<file path="src/verilog/mcc_regs.vh">
// Register layout, reset values and state encodings for the machine-check unit
`ifndef MCC_REGS_VH
`define MCC_REGS_VH

// ==========================================================================
// Register selects on the implementation-register port
`define MCC_SEL_CTL            1'h0
`define MCC_SEL_MCEN           1'h1

// ==========================================================================
// Checkstop control register, bit 0 is the most significant bit
`define MCC_CTL_RESET          32'h80010080
`define MCC_CTL_WR_MASK        32'h8001FFFD
`define MCC_CTL_SRC_MASK       32'h7FF00000
`define MCC_BIT_MASTER         0
`define MCC_BIT_SRC_LO         1
`define MCC_BIT_SRC_HI         11
`define MCC_BIT_EN_LO          15
`define MCC_BIT_EN_HI          25
`define MCC_BIT_PRECHG_OFF     29
`define MCC_BIT_SELFTEST_ERR   30
`define MCC_BIT_PRIO_SNOOP     31
`define MCC_NUM_SRC            11

// ==========================================================================
// Source positions inside the source field, index 0 is source bit 1
`define MCC_SRC_DOUBLE_MC      1
`define MCC_SRC_BUS_ADDR_PAR   6
`define MCC_SRC_BUS_DATA_PAR   7
`define MCC_SRC_CACHE_PAR      8
`define MCC_SRC_DSTORE_PROTO   10

// ==========================================================================
// Machine-check enable register, bits 0 to 3 in the top nibble
`define MCC_MCEN_RESET         4'h0
`define MCC_MCEN_PIN           0
`define MCC_MCEN_CACHE_PAR     1
`define MCC_MCEN_ADDR_PAR      2
`define MCC_MCEN_DATA_PAR      3

// ==========================================================================
// Checkstop sequencing
`define MCC_ST_RUN             2'h0
`define MCC_ST_ENTER           2'h1
`define MCC_ST_FROZEN          2'h2

`endif

</file>
<file path="src/verilog/mcc_src_bits.v">
// Sticky checkstop source bits with hardware set and software clear
`timescale 1ns/1ps

module mcc_src_bits (
  // Clock and reset
  input  wire        i_clock,
  input  wire        i_sys_rst,
  // Control
  input  wire        i_hold,
  input  wire        i_master_en,
  input  wire [0:10] i_enable,
  input  wire [0:10] i_cond,
  // Software write
  input  wire        i_wr,
  input  wire [0:10] i_wdata,
  // Status
  output reg  [0:10] o_src,
  output wire        o_fire
);

  wire [0:10] set_w;

  // ========================================================================
  // One sticky bit per source
  genvar g;
  generate
    for (g = 0; g < 11; g = g + 1) begin : g_src
      // Hardware alone sets; master and own enable both required
      assign set_w[g] = i_master_en & i_enable[g] & i_cond[g]; // RQ1 RQ5

      always @(posedge i_clock) begin
        if (i_sys_rst) begin
          o_src[g] <= 1'b0;
        end else if (!i_hold) begin
          if (set_w[g]) begin
            // Set wins over a clear in the same cycle
            o_src[g] <= 1'b1; // RQ2 RQ4
          end else if (i_wr && !i_wdata[g]) begin
            o_src[g] <= 1'b0; // RQ4
          end
        end
      end
    end
  endgenerate

  assign o_fire = |set_w;

endmodule // mcc_src_bits

</file>
<file path="src/verilog/mcc_mc_arb.v">
// Machine-check request gating and take-or-checkstop decision
`timescale 1ns/1ps
`include "mcc_regs.vh"

module mcc_mc_arb (
  // Bus error inputs
  input  wire       i_transfer_error_ack,
  input  wire       i_machine_check_in,
  input  wire       i_addr_parity_err,
  input  wire       i_data_parity_err,
  input  wire       i_cache_parity_err,
  // Enables
  input  wire [0:3] i_mc_en,
  input  wire       i_machine_check_enable,
  // Decision
  output wire       o_bus_err,
  output wire       o_req,
  output wire       o_take,
  output wire       o_stop
);

  wire pin_w;
  wire par_w;

  // ========================================================================
  // Gating
  // Pin assertions vanish entirely while the pin enable is clear
  assign pin_w = i_machine_check_in & i_mc_en[`MCC_MCEN_PIN]; // RQ12 RQ19
  assign par_w = (i_cache_parity_err & i_mc_en[`MCC_MCEN_CACHE_PAR]) |
                 (i_addr_parity_err & i_mc_en[`MCC_MCEN_ADDR_PAR]) |
                 (i_data_parity_err & i_mc_en[`MCC_MCEN_DATA_PAR]); // RQ18 RQ19

  assign o_bus_err = i_transfer_error_ack | pin_w; // RQ10 RQ23
  assign o_req     = o_bus_err | par_w; // RQ18

  // ========================================================================
  // Decision
  assign o_take = o_req & i_machine_check_enable; // RQ10 RQ20
  assign o_stop = o_req & ~i_machine_check_enable; // RQ14 RQ18 RQ20

endmodule // mcc_mc_arb

</file>
<file path="src/verilog/mcc_core.v">
// Machine-check and checkstop unit with its implementation control registers
`timescale 1ns/1ps
`include "mcc_regs.vh"

// Contract
// RQ1: Master enable bit 0 clear disables all checkstops; set defers to each enable. Here it gates only the source-bit checkstops.
// RQ2: Bits 1 to 11 record which checkstop source fired.
// RQ3: Software may write any checkstop enable bit at any time. Here writes are dropped once the unit is frozen.
// RQ4: Software may clear a source bit; a persisting condition sets it again next clock.
// RQ5: Only hardware sets a source bit, with its enable set; writes never set.
// RQ6: Hard reset loads 0x80010080; bit 30 then shows the cache self-test result.
// RQ7: Bit 30 sets when the cache array fails power-on self test.
// RQ8: Bit 29 turns precharge of address-retry and shared-snoop outputs on or off.
// RQ9: Bit 31 picks which snoop hit may use the reserved queue slot.
// RQ10: With machine checks enabled, a bus error input starts a machine check.
// RQ11: One clock after a bus error the data bus is released; data kept.
// RQ12: With the pin enable clear the machine-check input is ignored.
// RQ13: Machine check is taken at once, saving restart address, cancelling pending stores.
// RQ14: Bus machine check beats instruction exceptions; disabled, it causes checkstop.
// RQ15: Checkstop on disabled machine check, checkstop input, or direct-store protocol error.
// RQ16: Checkstop suspends processing and freezes latches within two cycles.
// RQ17: Only reset leaves checkstop.
// RQ18: Parity errors, transfer error and pin are sources; none taken while disabled.
// RQ19: Enable bits 0 to 3: pin, cache parity, address parity, data parity.
// RQ20: An enabled source is an exception only with machine checks on, else checkstop.
// RQ21: The machine check may be signalled imprecisely, unordered to its instruction.
// RQ22: Memory control asserts transfer error for parity or uncorrectable ECC errors.
// RQ23: A zeroed block at a missing address may defer its machine check to writeback.
// RQ24: The checkstop output stays asserted until the next hard reset.
module mcc_core (
  // Clock and hard reset
  input  wire        i_clock,
  input  wire        i_sys_rst,
  // Implementation register port
  input  wire        i_reg_wr,
  input  wire        i_reg_sel,
  input  wire [31:0] i_reg_wdata,
  output reg  [31:0] o_reg_rdata,
  // Power-on cache diagnostic
  input  wire        i_cache_selftest_done,
  input  wire        i_cache_selftest_fail,
  // Processor bus error inputs
  input  wire        i_transfer_error_ack,
  input  wire        i_machine_check_in,
  input  wire        i_addr_parity_err,
  input  wire        i_data_parity_err,
  input  wire        i_cache_parity_err,
  input  wire        i_checkstop_input,
  input  wire        i_dstore_proto_err,
  // Internal checkstop conditions, index 0 is source bit 1
  input  wire [0:10] i_cs_event,
  // Core state
  input  wire        i_machine_check_enable,
  input  wire        i_mc_return,
  input  wire [31:0] i_next_fetch_addr,
  // Snoop queue
  input  wire        i_snoop_hit,
  input  wire        i_priority_snoop_request,
  input  wire        i_read_pending,
  // Exception outputs
  output reg         o_mc_exception,
  output reg         o_cancel_stores,
  output reg  [31:0] o_save_restore_addr,
  // Checkstop outputs
  output reg         o_checkstop_output,
  output reg         o_suspend,
  output reg         o_freeze,
  // Bus control outputs
  output reg         o_data_bus_hiz,
  output reg         o_retry_shared_precharge_en,
  output reg         o_priority_snoop_enable,
  output reg         o_reserved_slot_grant
);

  // ========================================================================
  // Declarations
  reg  [0:31] ctl_r;
  reg  [0:31] ctl_nxt;
  reg  [0:3]  mcen_r;
  reg  [1:0]  state_r;
  reg  [1:0]  state_nxt;
  reg         mc_busy_r;
  wire [0:10] src_w;
  wire [0:10] cond_w;
  wire        src_fire_w;
  wire        bus_err_w;
  wire        mc_req_w;
  wire        mc_take_w;
  wire        mc_stop_w;
  wire        stop_req_w;
  wire        running_w;
  wire        hold_w;
  wire        wr_ctl_w;
  wire        wr_mcen_w;
  wire [0:31] wdata_w;
  wire [0:31] rd_ctl_w;

  assign wdata_w   = i_reg_wdata;
  // Frozen latches accept no write so the failure state survives for analysis
  assign hold_w    = (state_r == `MCC_ST_FROZEN); // RQ16
  assign running_w = (state_r == `MCC_ST_RUN);
  assign wr_ctl_w  = i_reg_wr && !hold_w && (i_reg_sel == `MCC_SEL_CTL);
  assign wr_mcen_w = i_reg_wr && !hold_w && (i_reg_sel == `MCC_SEL_MCEN);

  // ========================================================================
  // Machine-check decision
  mcc_mc_arb u_arb (
    .i_transfer_error_ack   (i_transfer_error_ack),
    .i_machine_check_in     (i_machine_check_in),
    .i_addr_parity_err      (i_addr_parity_err),
    .i_data_parity_err      (i_data_parity_err),
    .i_cache_parity_err     (i_cache_parity_err),
    .i_mc_en                (mcen_r),
    .i_machine_check_enable (i_machine_check_enable),
    .o_bus_err              (bus_err_w),
    .o_req                  (mc_req_w),
    .o_take                 (mc_take_w),
    .o_stop                 (mc_stop_w)
  );

  // ========================================================================
  // Checkstop source conditions
  // Bus and cache sources come straight from the error inputs; a second
  // request while the handler is still running counts as a double check.
  genvar g;
  generate
    for (g = 0; g < `MCC_NUM_SRC; g = g + 1) begin : g_cond
      if (g == `MCC_SRC_DOUBLE_MC) begin : g_dbl
        assign cond_w[g] = i_cs_event[g] | (mc_take_w & mc_busy_r);
      end else if (g == `MCC_SRC_BUS_ADDR_PAR) begin : g_ap
        assign cond_w[g] = i_cs_event[g] | i_addr_parity_err;
      end else if (g == `MCC_SRC_BUS_DATA_PAR) begin : g_dp
        assign cond_w[g] = i_cs_event[g] | i_data_parity_err;
      end else if (g == `MCC_SRC_CACHE_PAR) begin : g_cp
        assign cond_w[g] = i_cs_event[g] | i_cache_parity_err;
      end else if (g == `MCC_SRC_DSTORE_PROTO) begin : g_ds
        assign cond_w[g] = i_cs_event[g] | i_dstore_proto_err;
      end else begin : g_ext
        assign cond_w[g] = i_cs_event[g];
      end
    end
  endgenerate

  mcc_src_bits u_src (
    .i_clock     (i_clock),
    .i_sys_rst   (i_sys_rst),
    .i_hold      (hold_w),
    .i_master_en (ctl_r[`MCC_BIT_MASTER]),
    .i_enable    (ctl_r[`MCC_BIT_EN_LO:`MCC_BIT_EN_HI]),
    .i_cond      (cond_w),
    .i_wr        (wr_ctl_w),
    .i_wdata     (wdata_w[`MCC_BIT_SRC_LO:`MCC_BIT_SRC_HI]),
    .o_src       (src_w),
    .o_fire      (src_fire_w)
  );

  // ========================================================================
  // Checkstop control register
  // Source bits live in the sticky-bit module, so this copy keeps them zero.
  always @* begin
    ctl_nxt = ctl_r;
    if (wr_ctl_w) begin
      ctl_nxt = (ctl_r & ~`MCC_CTL_WR_MASK) | (wdata_w & `MCC_CTL_WR_MASK); // RQ3
    end
    ctl_nxt = ctl_nxt & ~`MCC_CTL_SRC_MASK; // RQ5
    if (i_cache_selftest_done && i_cache_selftest_fail) begin
      ctl_nxt[`MCC_BIT_SELFTEST_ERR] = 1'b1; // RQ7
    end
  end

  always @(posedge i_clock) begin
    if (i_sys_rst) begin
      ctl_r <= `MCC_CTL_RESET; // RQ6
    end else if (!hold_w) begin
      ctl_r <= ctl_nxt; // RQ6
    end
  end

  always @(posedge i_clock) begin
    if (i_sys_rst) begin
      mcen_r <= `MCC_MCEN_RESET;
    end else if (wr_mcen_w) begin
      mcen_r <= wdata_w[0:3]; // RQ19
    end
  end

  assign rd_ctl_w = ctl_r | {1'b0, src_w, 20'h00000};

  always @(posedge i_clock) begin
    if (i_sys_rst) begin
      o_reg_rdata <= 32'h00000000;
    end else if (i_reg_sel == `MCC_SEL_CTL) begin
      o_reg_rdata <= rd_ctl_w; // RQ2
    end else begin
      o_reg_rdata <= {mcen_r, 28'h0000000};
    end
  end

  // ========================================================================
  // Checkstop sequencing
  // Entry on a disabled machine check, the external checkstop input, a
  // direct-store protocol error, or any enabled source firing.
  assign stop_req_w = mc_stop_w | i_checkstop_input | i_dstore_proto_err |
                      src_fire_w; // RQ15 RQ14 RQ20

  always @* begin
    state_nxt = state_r;
    case (state_r)
      `MCC_ST_RUN: begin
        if (stop_req_w) begin
          state_nxt = `MCC_ST_ENTER; // RQ15
        end
      end
      `MCC_ST_ENTER: begin
        state_nxt = `MCC_ST_FROZEN; // RQ16
      end
      `MCC_ST_FROZEN: begin
        // No way out but reset
        state_nxt = `MCC_ST_FROZEN; // RQ17
      end
      default: begin
        state_nxt = `MCC_ST_FROZEN;
      end
    endcase
  end

  always @(posedge i_clock) begin
    if (i_sys_rst) begin
      state_r            <= `MCC_ST_RUN;
      o_checkstop_output <= 1'b0;
      o_suspend          <= 1'b0;
      o_freeze           <= 1'b0;
    end else begin
      state_r <= state_nxt;
      if (running_w && stop_req_w) begin
        o_checkstop_output <= 1'b1; // RQ15 RQ24
        o_suspend          <= 1'b1; // RQ16
      end
      if (state_nxt == `MCC_ST_FROZEN) begin
        o_freeze <= 1'b1; // RQ16
      end
    end
  end

  // ========================================================================
  // Machine-check exception entry
  // Taken the cycle after the request, whatever the core is doing; the
  // exception is not ordered against the instruction that issued the bus
  // operation, and it overrides that instruction's own exceptions.
  always @(posedge i_clock) begin
    if (i_sys_rst) begin
      o_mc_exception      <= 1'b0;
      o_cancel_stores     <= 1'b0;
      o_save_restore_addr <= 32'h00000000;
      mc_busy_r           <= 1'b0;
    end else begin
      o_mc_exception  <= running_w && mc_take_w && !stop_req_w; // RQ13 RQ14 RQ21
      o_cancel_stores <= running_w && mc_take_w && !stop_req_w; // RQ13
      if (running_w && mc_take_w && !stop_req_w) begin
        o_save_restore_addr <= i_next_fetch_addr; // RQ13
        mc_busy_r           <= 1'b1;
      end else if (i_mc_return) begin
        mc_busy_r <= 1'b0;
      end
    end
  end

  // ========================================================================
  // Data bus release
  // Released one clock after a bus error; data already captured stays valid
  // since nothing here touches the register file or cache.
  always @(posedge i_clock) begin
    if (i_sys_rst) begin
      o_data_bus_hiz <= 1'b0;
    end else begin
      o_data_bus_hiz <= bus_err_w; // RQ11
    end
  end

  // ========================================================================
  // Snoop and precharge control
  // Precharge is on while the bit is clear; the bit name reads as "off".
  always @(posedge i_clock) begin
    if (i_sys_rst) begin
      o_retry_shared_precharge_en <= 1'b0;
      o_priority_snoop_enable     <= 1'b0;
      o_reserved_slot_grant       <= 1'b0;
    end else begin
      o_retry_shared_precharge_en <= ~ctl_r[`MCC_BIT_PRECHG_OFF]; // RQ8
      o_priority_snoop_enable     <= ctl_r[`MCC_BIT_PRIO_SNOOP]; // RQ9
      if (ctl_r[`MCC_BIT_PRIO_SNOOP]) begin
        o_reserved_slot_grant <= i_snoop_hit & i_priority_snoop_request; // RQ9
      end else begin
        o_reserved_slot_grant <= i_snoop_hit & i_read_pending; // RQ9
      end
    end
  end

endmodule // mcc_core

</file>
<file path="config.mk">
export PLATFORM = sky130hd
export DESIGN_NAME = mcc_core
export DESIGN_NICKNAME = d
export VERILOG_FILES = /design/src/verilog/mcc_src_bits.v /design/src/verilog/mcc_mc_arb.v /design/src/verilog/mcc_core.v
export VERILOG_INCLUDE_DIRS = /design/src /design/src/verilog
export SDC_FILE = /design/constraint.sdc
export NUM_CORES = 1
export LEC_CHECK = 0
export BUFFER_PORTS_ARGS = -buffer_cell sky130_fd_sc_hd__buf_2
export CORE_ASPECT_RATIO = 1.25
export CORE_MARGIN = 10
export CORE_UTILIZATION = 35
export DETAILED_ROUTE_END_ITERATION = 8
export GPL_TIMING_DRIVEN = 0
export PLACE_DENSITY_LB_ADDON = 0.3
export SYNTH_ARGS = -nofsm -noshare
export SYNTH_HDL_FRONTEND = slang
export SYNTH_SLANG_ARGS = --single-unit
</file>
<file path="constraint.sdc">
create_clock -name i_clock -period 7.2 [get_ports i_clock]
set_input_delay 2.16 -clock i_clock [delete_from_list [all_inputs] [get_ports i_clock]]
set_output_delay 2.16 -clock i_clock [all_outputs]
set_load 0.005 [all_outputs]
</file>
* Word level (Yosys, flattened, before mapping)
Index checks and enable logic that the tools add are counted.
Word-level totals: bits in latches 0, memories 0, input port bits 93, bits in read-only memories 0, bits in registers 110, RAM bits 0
Cells by class: $mul 0, equal/unequal tests 2, shift-type cells 0, bitwise gates (word level) 49, add/sub/neg operators 0, mux-type cells 30, divide/modulo/power cells 0, order comparisons 0, reduce and logical (&&, ||, !) cells 60
Operator list (count):
- $mux 32 | 1
- $or 20x32->32 | 1
- $or 32x31->32 | 1
- $and 1x1->1 | 31
- $mux 1 | 26
- $reduce_and 2->1 | 13
- $reduce_bool 2->1 | 13
- $logic_and 1x1->1 | 18
- $logic_not 1->1 | 13
- $or 1x1->1 | 12
- $reduce_or 11->1 | 1
- $mux 2 | 3
- $eq 2x2->1 const B | 2
- $not 1->1 | 4
- $logic_not 2->1 | 1
- $reduce_or 2->1 | 1

* Longest topological paths before layout
word-level depth 13, depth in mapped cells 7, mapped depth without buffers 5

* Modules after synthesis
A second synthesis with hierarchy kept.
Unflattened totals: cell total of the unflattened synthesis 412, area, all modules 4115.2 um^2
By module, submodules not included:
- mcc_core | seq. area each 1861.8 um^2, cells an instance 349, times used 1, area each 3602.2 um^2
- mcc_src_bits | seq. area each 220.2 um^2, cells an instance 57, times used 1, area each 478.0 um^2
- mcc_mc_arb | seq. area each 0.0 um^2, cells an instance 6, times used 1, area each 35.0 um^2

* Worst setup path before layout
No wires, ideal clock.
kind input to register, start in i_cache_parity_err, end reg o_save_restore_addr[19], slack 3.239 ns, arrival 3.842 ns, stages on the path 7, path through a222oi_1 -> a21oi_1 -> o211a_1 -> or4_4 -> buf_6 -> buf_8 -> mux2i_1
On the way: word-level cells in the longest chain between the ends 12
RTL lines:
- start: declaration | RTL line mcc_core.v:47 | input wire i_cache_parity_err,
- $and 1x1->1 | RTL line mcc_mc_arb.v:29 | assign par_w = (i_cache_parity_err & i_mc_en[`MCC_MCEN_CACHE_PAR]) |
- $or 1x1->1 (2 in a row) | RTL line mcc_mc_arb.v:29
- $or 1x1->1 | RTL line mcc_mc_arb.v:34 | assign o_req = o_bus_err | par_w;
- $and 1x1->1 | RTL line mcc_mc_arb.v:38 | assign o_take = o_req & i_machine_check_enable;
- $and 1x1->1 | RTL line mcc_core.v:129 | assign cond_w[g] = i_cs_event[g] | (mc_take_w & mc_busy_r);
- $or 1x1->1 | RTL line mcc_core.v:129
- $and 1x1->1 | RTL line mcc_src_bits.v:29 | assign set_w[g] = i_master_en & i_enable[g] & i_cond[g];
- $reduce_or 11->1 | RTL line mcc_src_bits.v:46 | assign o_fire = |set_w;
- $or 1x1->1 | RTL line mcc_core.v:203 | assign stop_req_w = mc_stop_w | i_checkstop_input | i_dstore_proto_err |
- $logic_not 1->1 | RTL line mcc_core.v:259 | if (running_w && mc_take_w && !stop_req_w) begin
- $logic_and 1x1->1 (*) | RTL line mcc_core.v:259
- end signal: assignment | RTL line mcc_core.v:260 | o_save_restore_addr <= i_next_fetch_addr;
- end: declaration | RTL line mcc_core.v:63 | output reg [31:0] o_save_restore_addr,
Every way passes the cells marked *; elsewhere a longest branch is shown, timed or not. A chain may end at the register's enable or synchronous reset.

* Worst setup path in the final report
start in i_cache_parity_err, end reg o_save_restore_addr[25]
Same word-level chain as after synthesis.

==> reports/metrics.yaml <==
grt_pass1_vias: 3533
slew_violations: 0
pre_cts_ws_ns: 2.82
path_clk_slew_ns: 0.07
min_period_ns: 3.99
area_growth_syn_to_layout_pct: 32.4
drt_iter0_drc: 130
cts_hold_buf: 0
synth_cell_types: 33
cts_setup_buffers: 0
pwr-share-comb: 0.091
place_inst: 693
fmax_mhz: 251
holdPathStages: 1
final-setup-viol-count: 0
relSlewSlack: 0.581
ys_async_sr_fraction: 0
die-width_um: 115
port_buffers: 156
leakage_nw: 2.58
setup_slack_ns: 3.21
clkPwrFrac: 0.413
avgRoutedWirePerCell_um: 16.0
antenna-diode-count: 0
synthCells: 400
hold_viol_final: 0
cts_sinks: 104
fp.coreArea_sq_um: 11000
nNetsFinal: 662
ir_drop_mv: 0.164
rr_worst_depth: 7
tightest_slew_ns: 0.627
final_cells: 709
rows: 43
grt_setup_unrepaired: "false"
synth_edf_count: 0
drcViolationCount: 0
finalCritPeriodShare: 0.554
synth_area_per_cell_sq_um: 9.77
die_area_sq_um: 15800
switching_share: 0.238
cts_buffer_depth: 2
clock_latency_ns: 0.34
p_switching_mw: 0.292
critical_path_required_ns: 7.42
p_total_mw: 1.23
ys.flop_type: "dfxtp_1"
grt.overflow.total: 0
cp.arrival_ns: 4.21
root_buffer: "clkbuf_16"
final_area_sq_um: 5180
p_int_mw: 0.933
ant_nets: 0
layout-drive-gt1-share: 0.321
startpoint_type: "input port"
grt_max_degree: 19
grt_antenna_before_repair: 1
vias_per_cell: 4.65
grt_pass1_wl_um: 17800
ys_seq_area_frac: 0.533
first_pass_iters: 4
gp_congestion: 0.796
die_h_um: 138
n_fill_cell: 1084
vias: 3296
place_hpwl_um: 9020
grt_use_total: 0.139
cp-end-kind: "flip-flop"
placed_cell_area_sq_um: 4870
yosysWarnings: 0
cts_made_buffers: 9
status: "finished clean"
ys_ff_latch: 104
p_per_area_nw_per_um2: 237
hp-class: "flip-flop to flip-flop"
ios: 166
finClkSkew_ns: 0.0107
ctsResizeCount: 0
syn_area_sq_um: 3910
cap_viol_max_count: 0
cp_max_fo: 10
start_util: 0.354
cts_htree_levels: 3
cts_tree: "done"
critPathKind: "input port to flip-flop"
drt_wl_total_um: 11300
setup_tns_ns: 0
pwr-share-seq: 0.496
cell families (layout without fill, tap and decap cells):
group	Yosys count	in the layout	share of synthesized area
buffers and inverters	30	202	0.0487
flip-flops	104	104	0.533
multiplexers	41	41	0.105
AO/OA/AOI/OAI	53	53	0.0768
AND/OR/NAND/NOR	171	171	0.236
other	1	3	0.000959
state kept, by name, summed over array words and instances, names as in the netlist, 2 cells and up:
name                 count
o_reg_rdata             29
state_r                  2
o_save_restore_addr     32
u_src.o_src             11
mcen_r                   4
ctl_r                   18
cells in the final DEF, fill, tap and decap left out:
master,synthesis,routed
a211o_1,1,1
a21oi_1,29,29
a221oi_1,2,2
a222oi_1,1,1
a31oi_1,1,1
a41oi_1,1,1
and2_1,26,26
and3_1,1,1
buf_1,1,1
buf_12,2,2
buf_2,0,156
buf_4,5,5
buf_6,2,2
buf_8,1,1
bufinv_16,0,1
clkbuf_1,18,18
clkbuf_16,0,9
clkbuf_8,0,1
clkinvlp_4,0,2
conb_1,1,3
dfxtp_1,104,104
inv_1,1,1
inv_6,0,3
mux2i_1,41,41
nand2_1,40,40
nand2b_1,69,69
nand3_1,7,7
nand3b_1,2,2
nor2_1,18,18
nor2b_1,1,1
nor3_1,2,2
nor3b_1,1,1
nor4_1,2,2
o211a_1,1,1
o21a_1,2,2
o21ai_0,14,14
o41ai_1,1,1
or2_2,1,1
or4_4,1,1
layer usage:
| metal | vias to the layer above | global-route usage | share of wire |
|---|---|---|---|
| met5 | - | 0 | 0.0018 |
| met4 | 2 | 0.0443 | 0.012 |
| met3 | 11 | 0.0667 | 0.11 |
| met2 | 123 | 0.234 | 0.48 |
| met1 | 1507 | 0.149 | 0.40 |
| li1 | 1653 | - | - |
path summary, 6_finish.rpt:
kind / startpoint / to / slack (ns)
setup / recovery: i_cache_parity_err / o_save_restore_addr[25] / 3.21
hold / removal: ctl_r[29] / o_retry_shared_precharge_en / 0.44
setup reg to reg: mcen_r[2] / o_save_restore_addr[25] / 4.83
hold reg to reg: ctl_r[29] / o_retry_shared_precharge_en / 0.44
critical path, stage by stage:
cell and delay (ns):
buf_2 0.12, a222oi_1 0.54, a21oi_1 0.16, o211a_1 0.26
or4_4 0.53, buf_6 0.17, buf_8 0.15, mux2i_1 0.12
per-stage QoR:
stage | util | hold WS (ns)
floorplan | - | 0.406
global placement | 0.441 | 0.435
detailed placement | 0.441 | 0.437
CTS | 0.469 | 0.453
global route | 0.469 | 0.471
finish | 0.469 | 0.443
area by class of cell:
class | count | area, sq um | area share
sequential | 104 | 2080 | 0.402
multi-input combinational | 268 | 1640 | 0.318
timing repair buffer | 156 | 781 | 0.151
clock buffer | 10 | 239 | 0.0462
buffer | 29 | 186 | 0.0360
tap | 135 | 169 | 0.0326
clock inverter | 6 | 71.3 | 0.0138
inverter | 1 | 3.75 | 0.000725
power by group through the flow:
stage / combinational (mW) / clock (mW) / sequential, mW
detailed placement: 0.113 / 0 / 0.620
CTS: 0.114 / 0.521 / 0.607
global route: 0.126 / 0.546 / 0.609
floorplan: 0.0598 / 0 / 0.618
finish: 0.112 / 0.506 / 0.607
global placement: 0.112 / 0 / 0.619
cells in the mapped netlist, drive strengths merged, types with 7 or more instances:
library cell,number,area [sq um]
a21oi,29,145
o21ai,14,70.1
nand2b,69,432
and2,26,163
mux2i,41,410
nand2,40,150
nand3,7,35.0
buf,11,119
dfxtp,104,2080
clkbuf,18,67.6
nor2,18,67.6
Power figures use the tool's default switching activity.
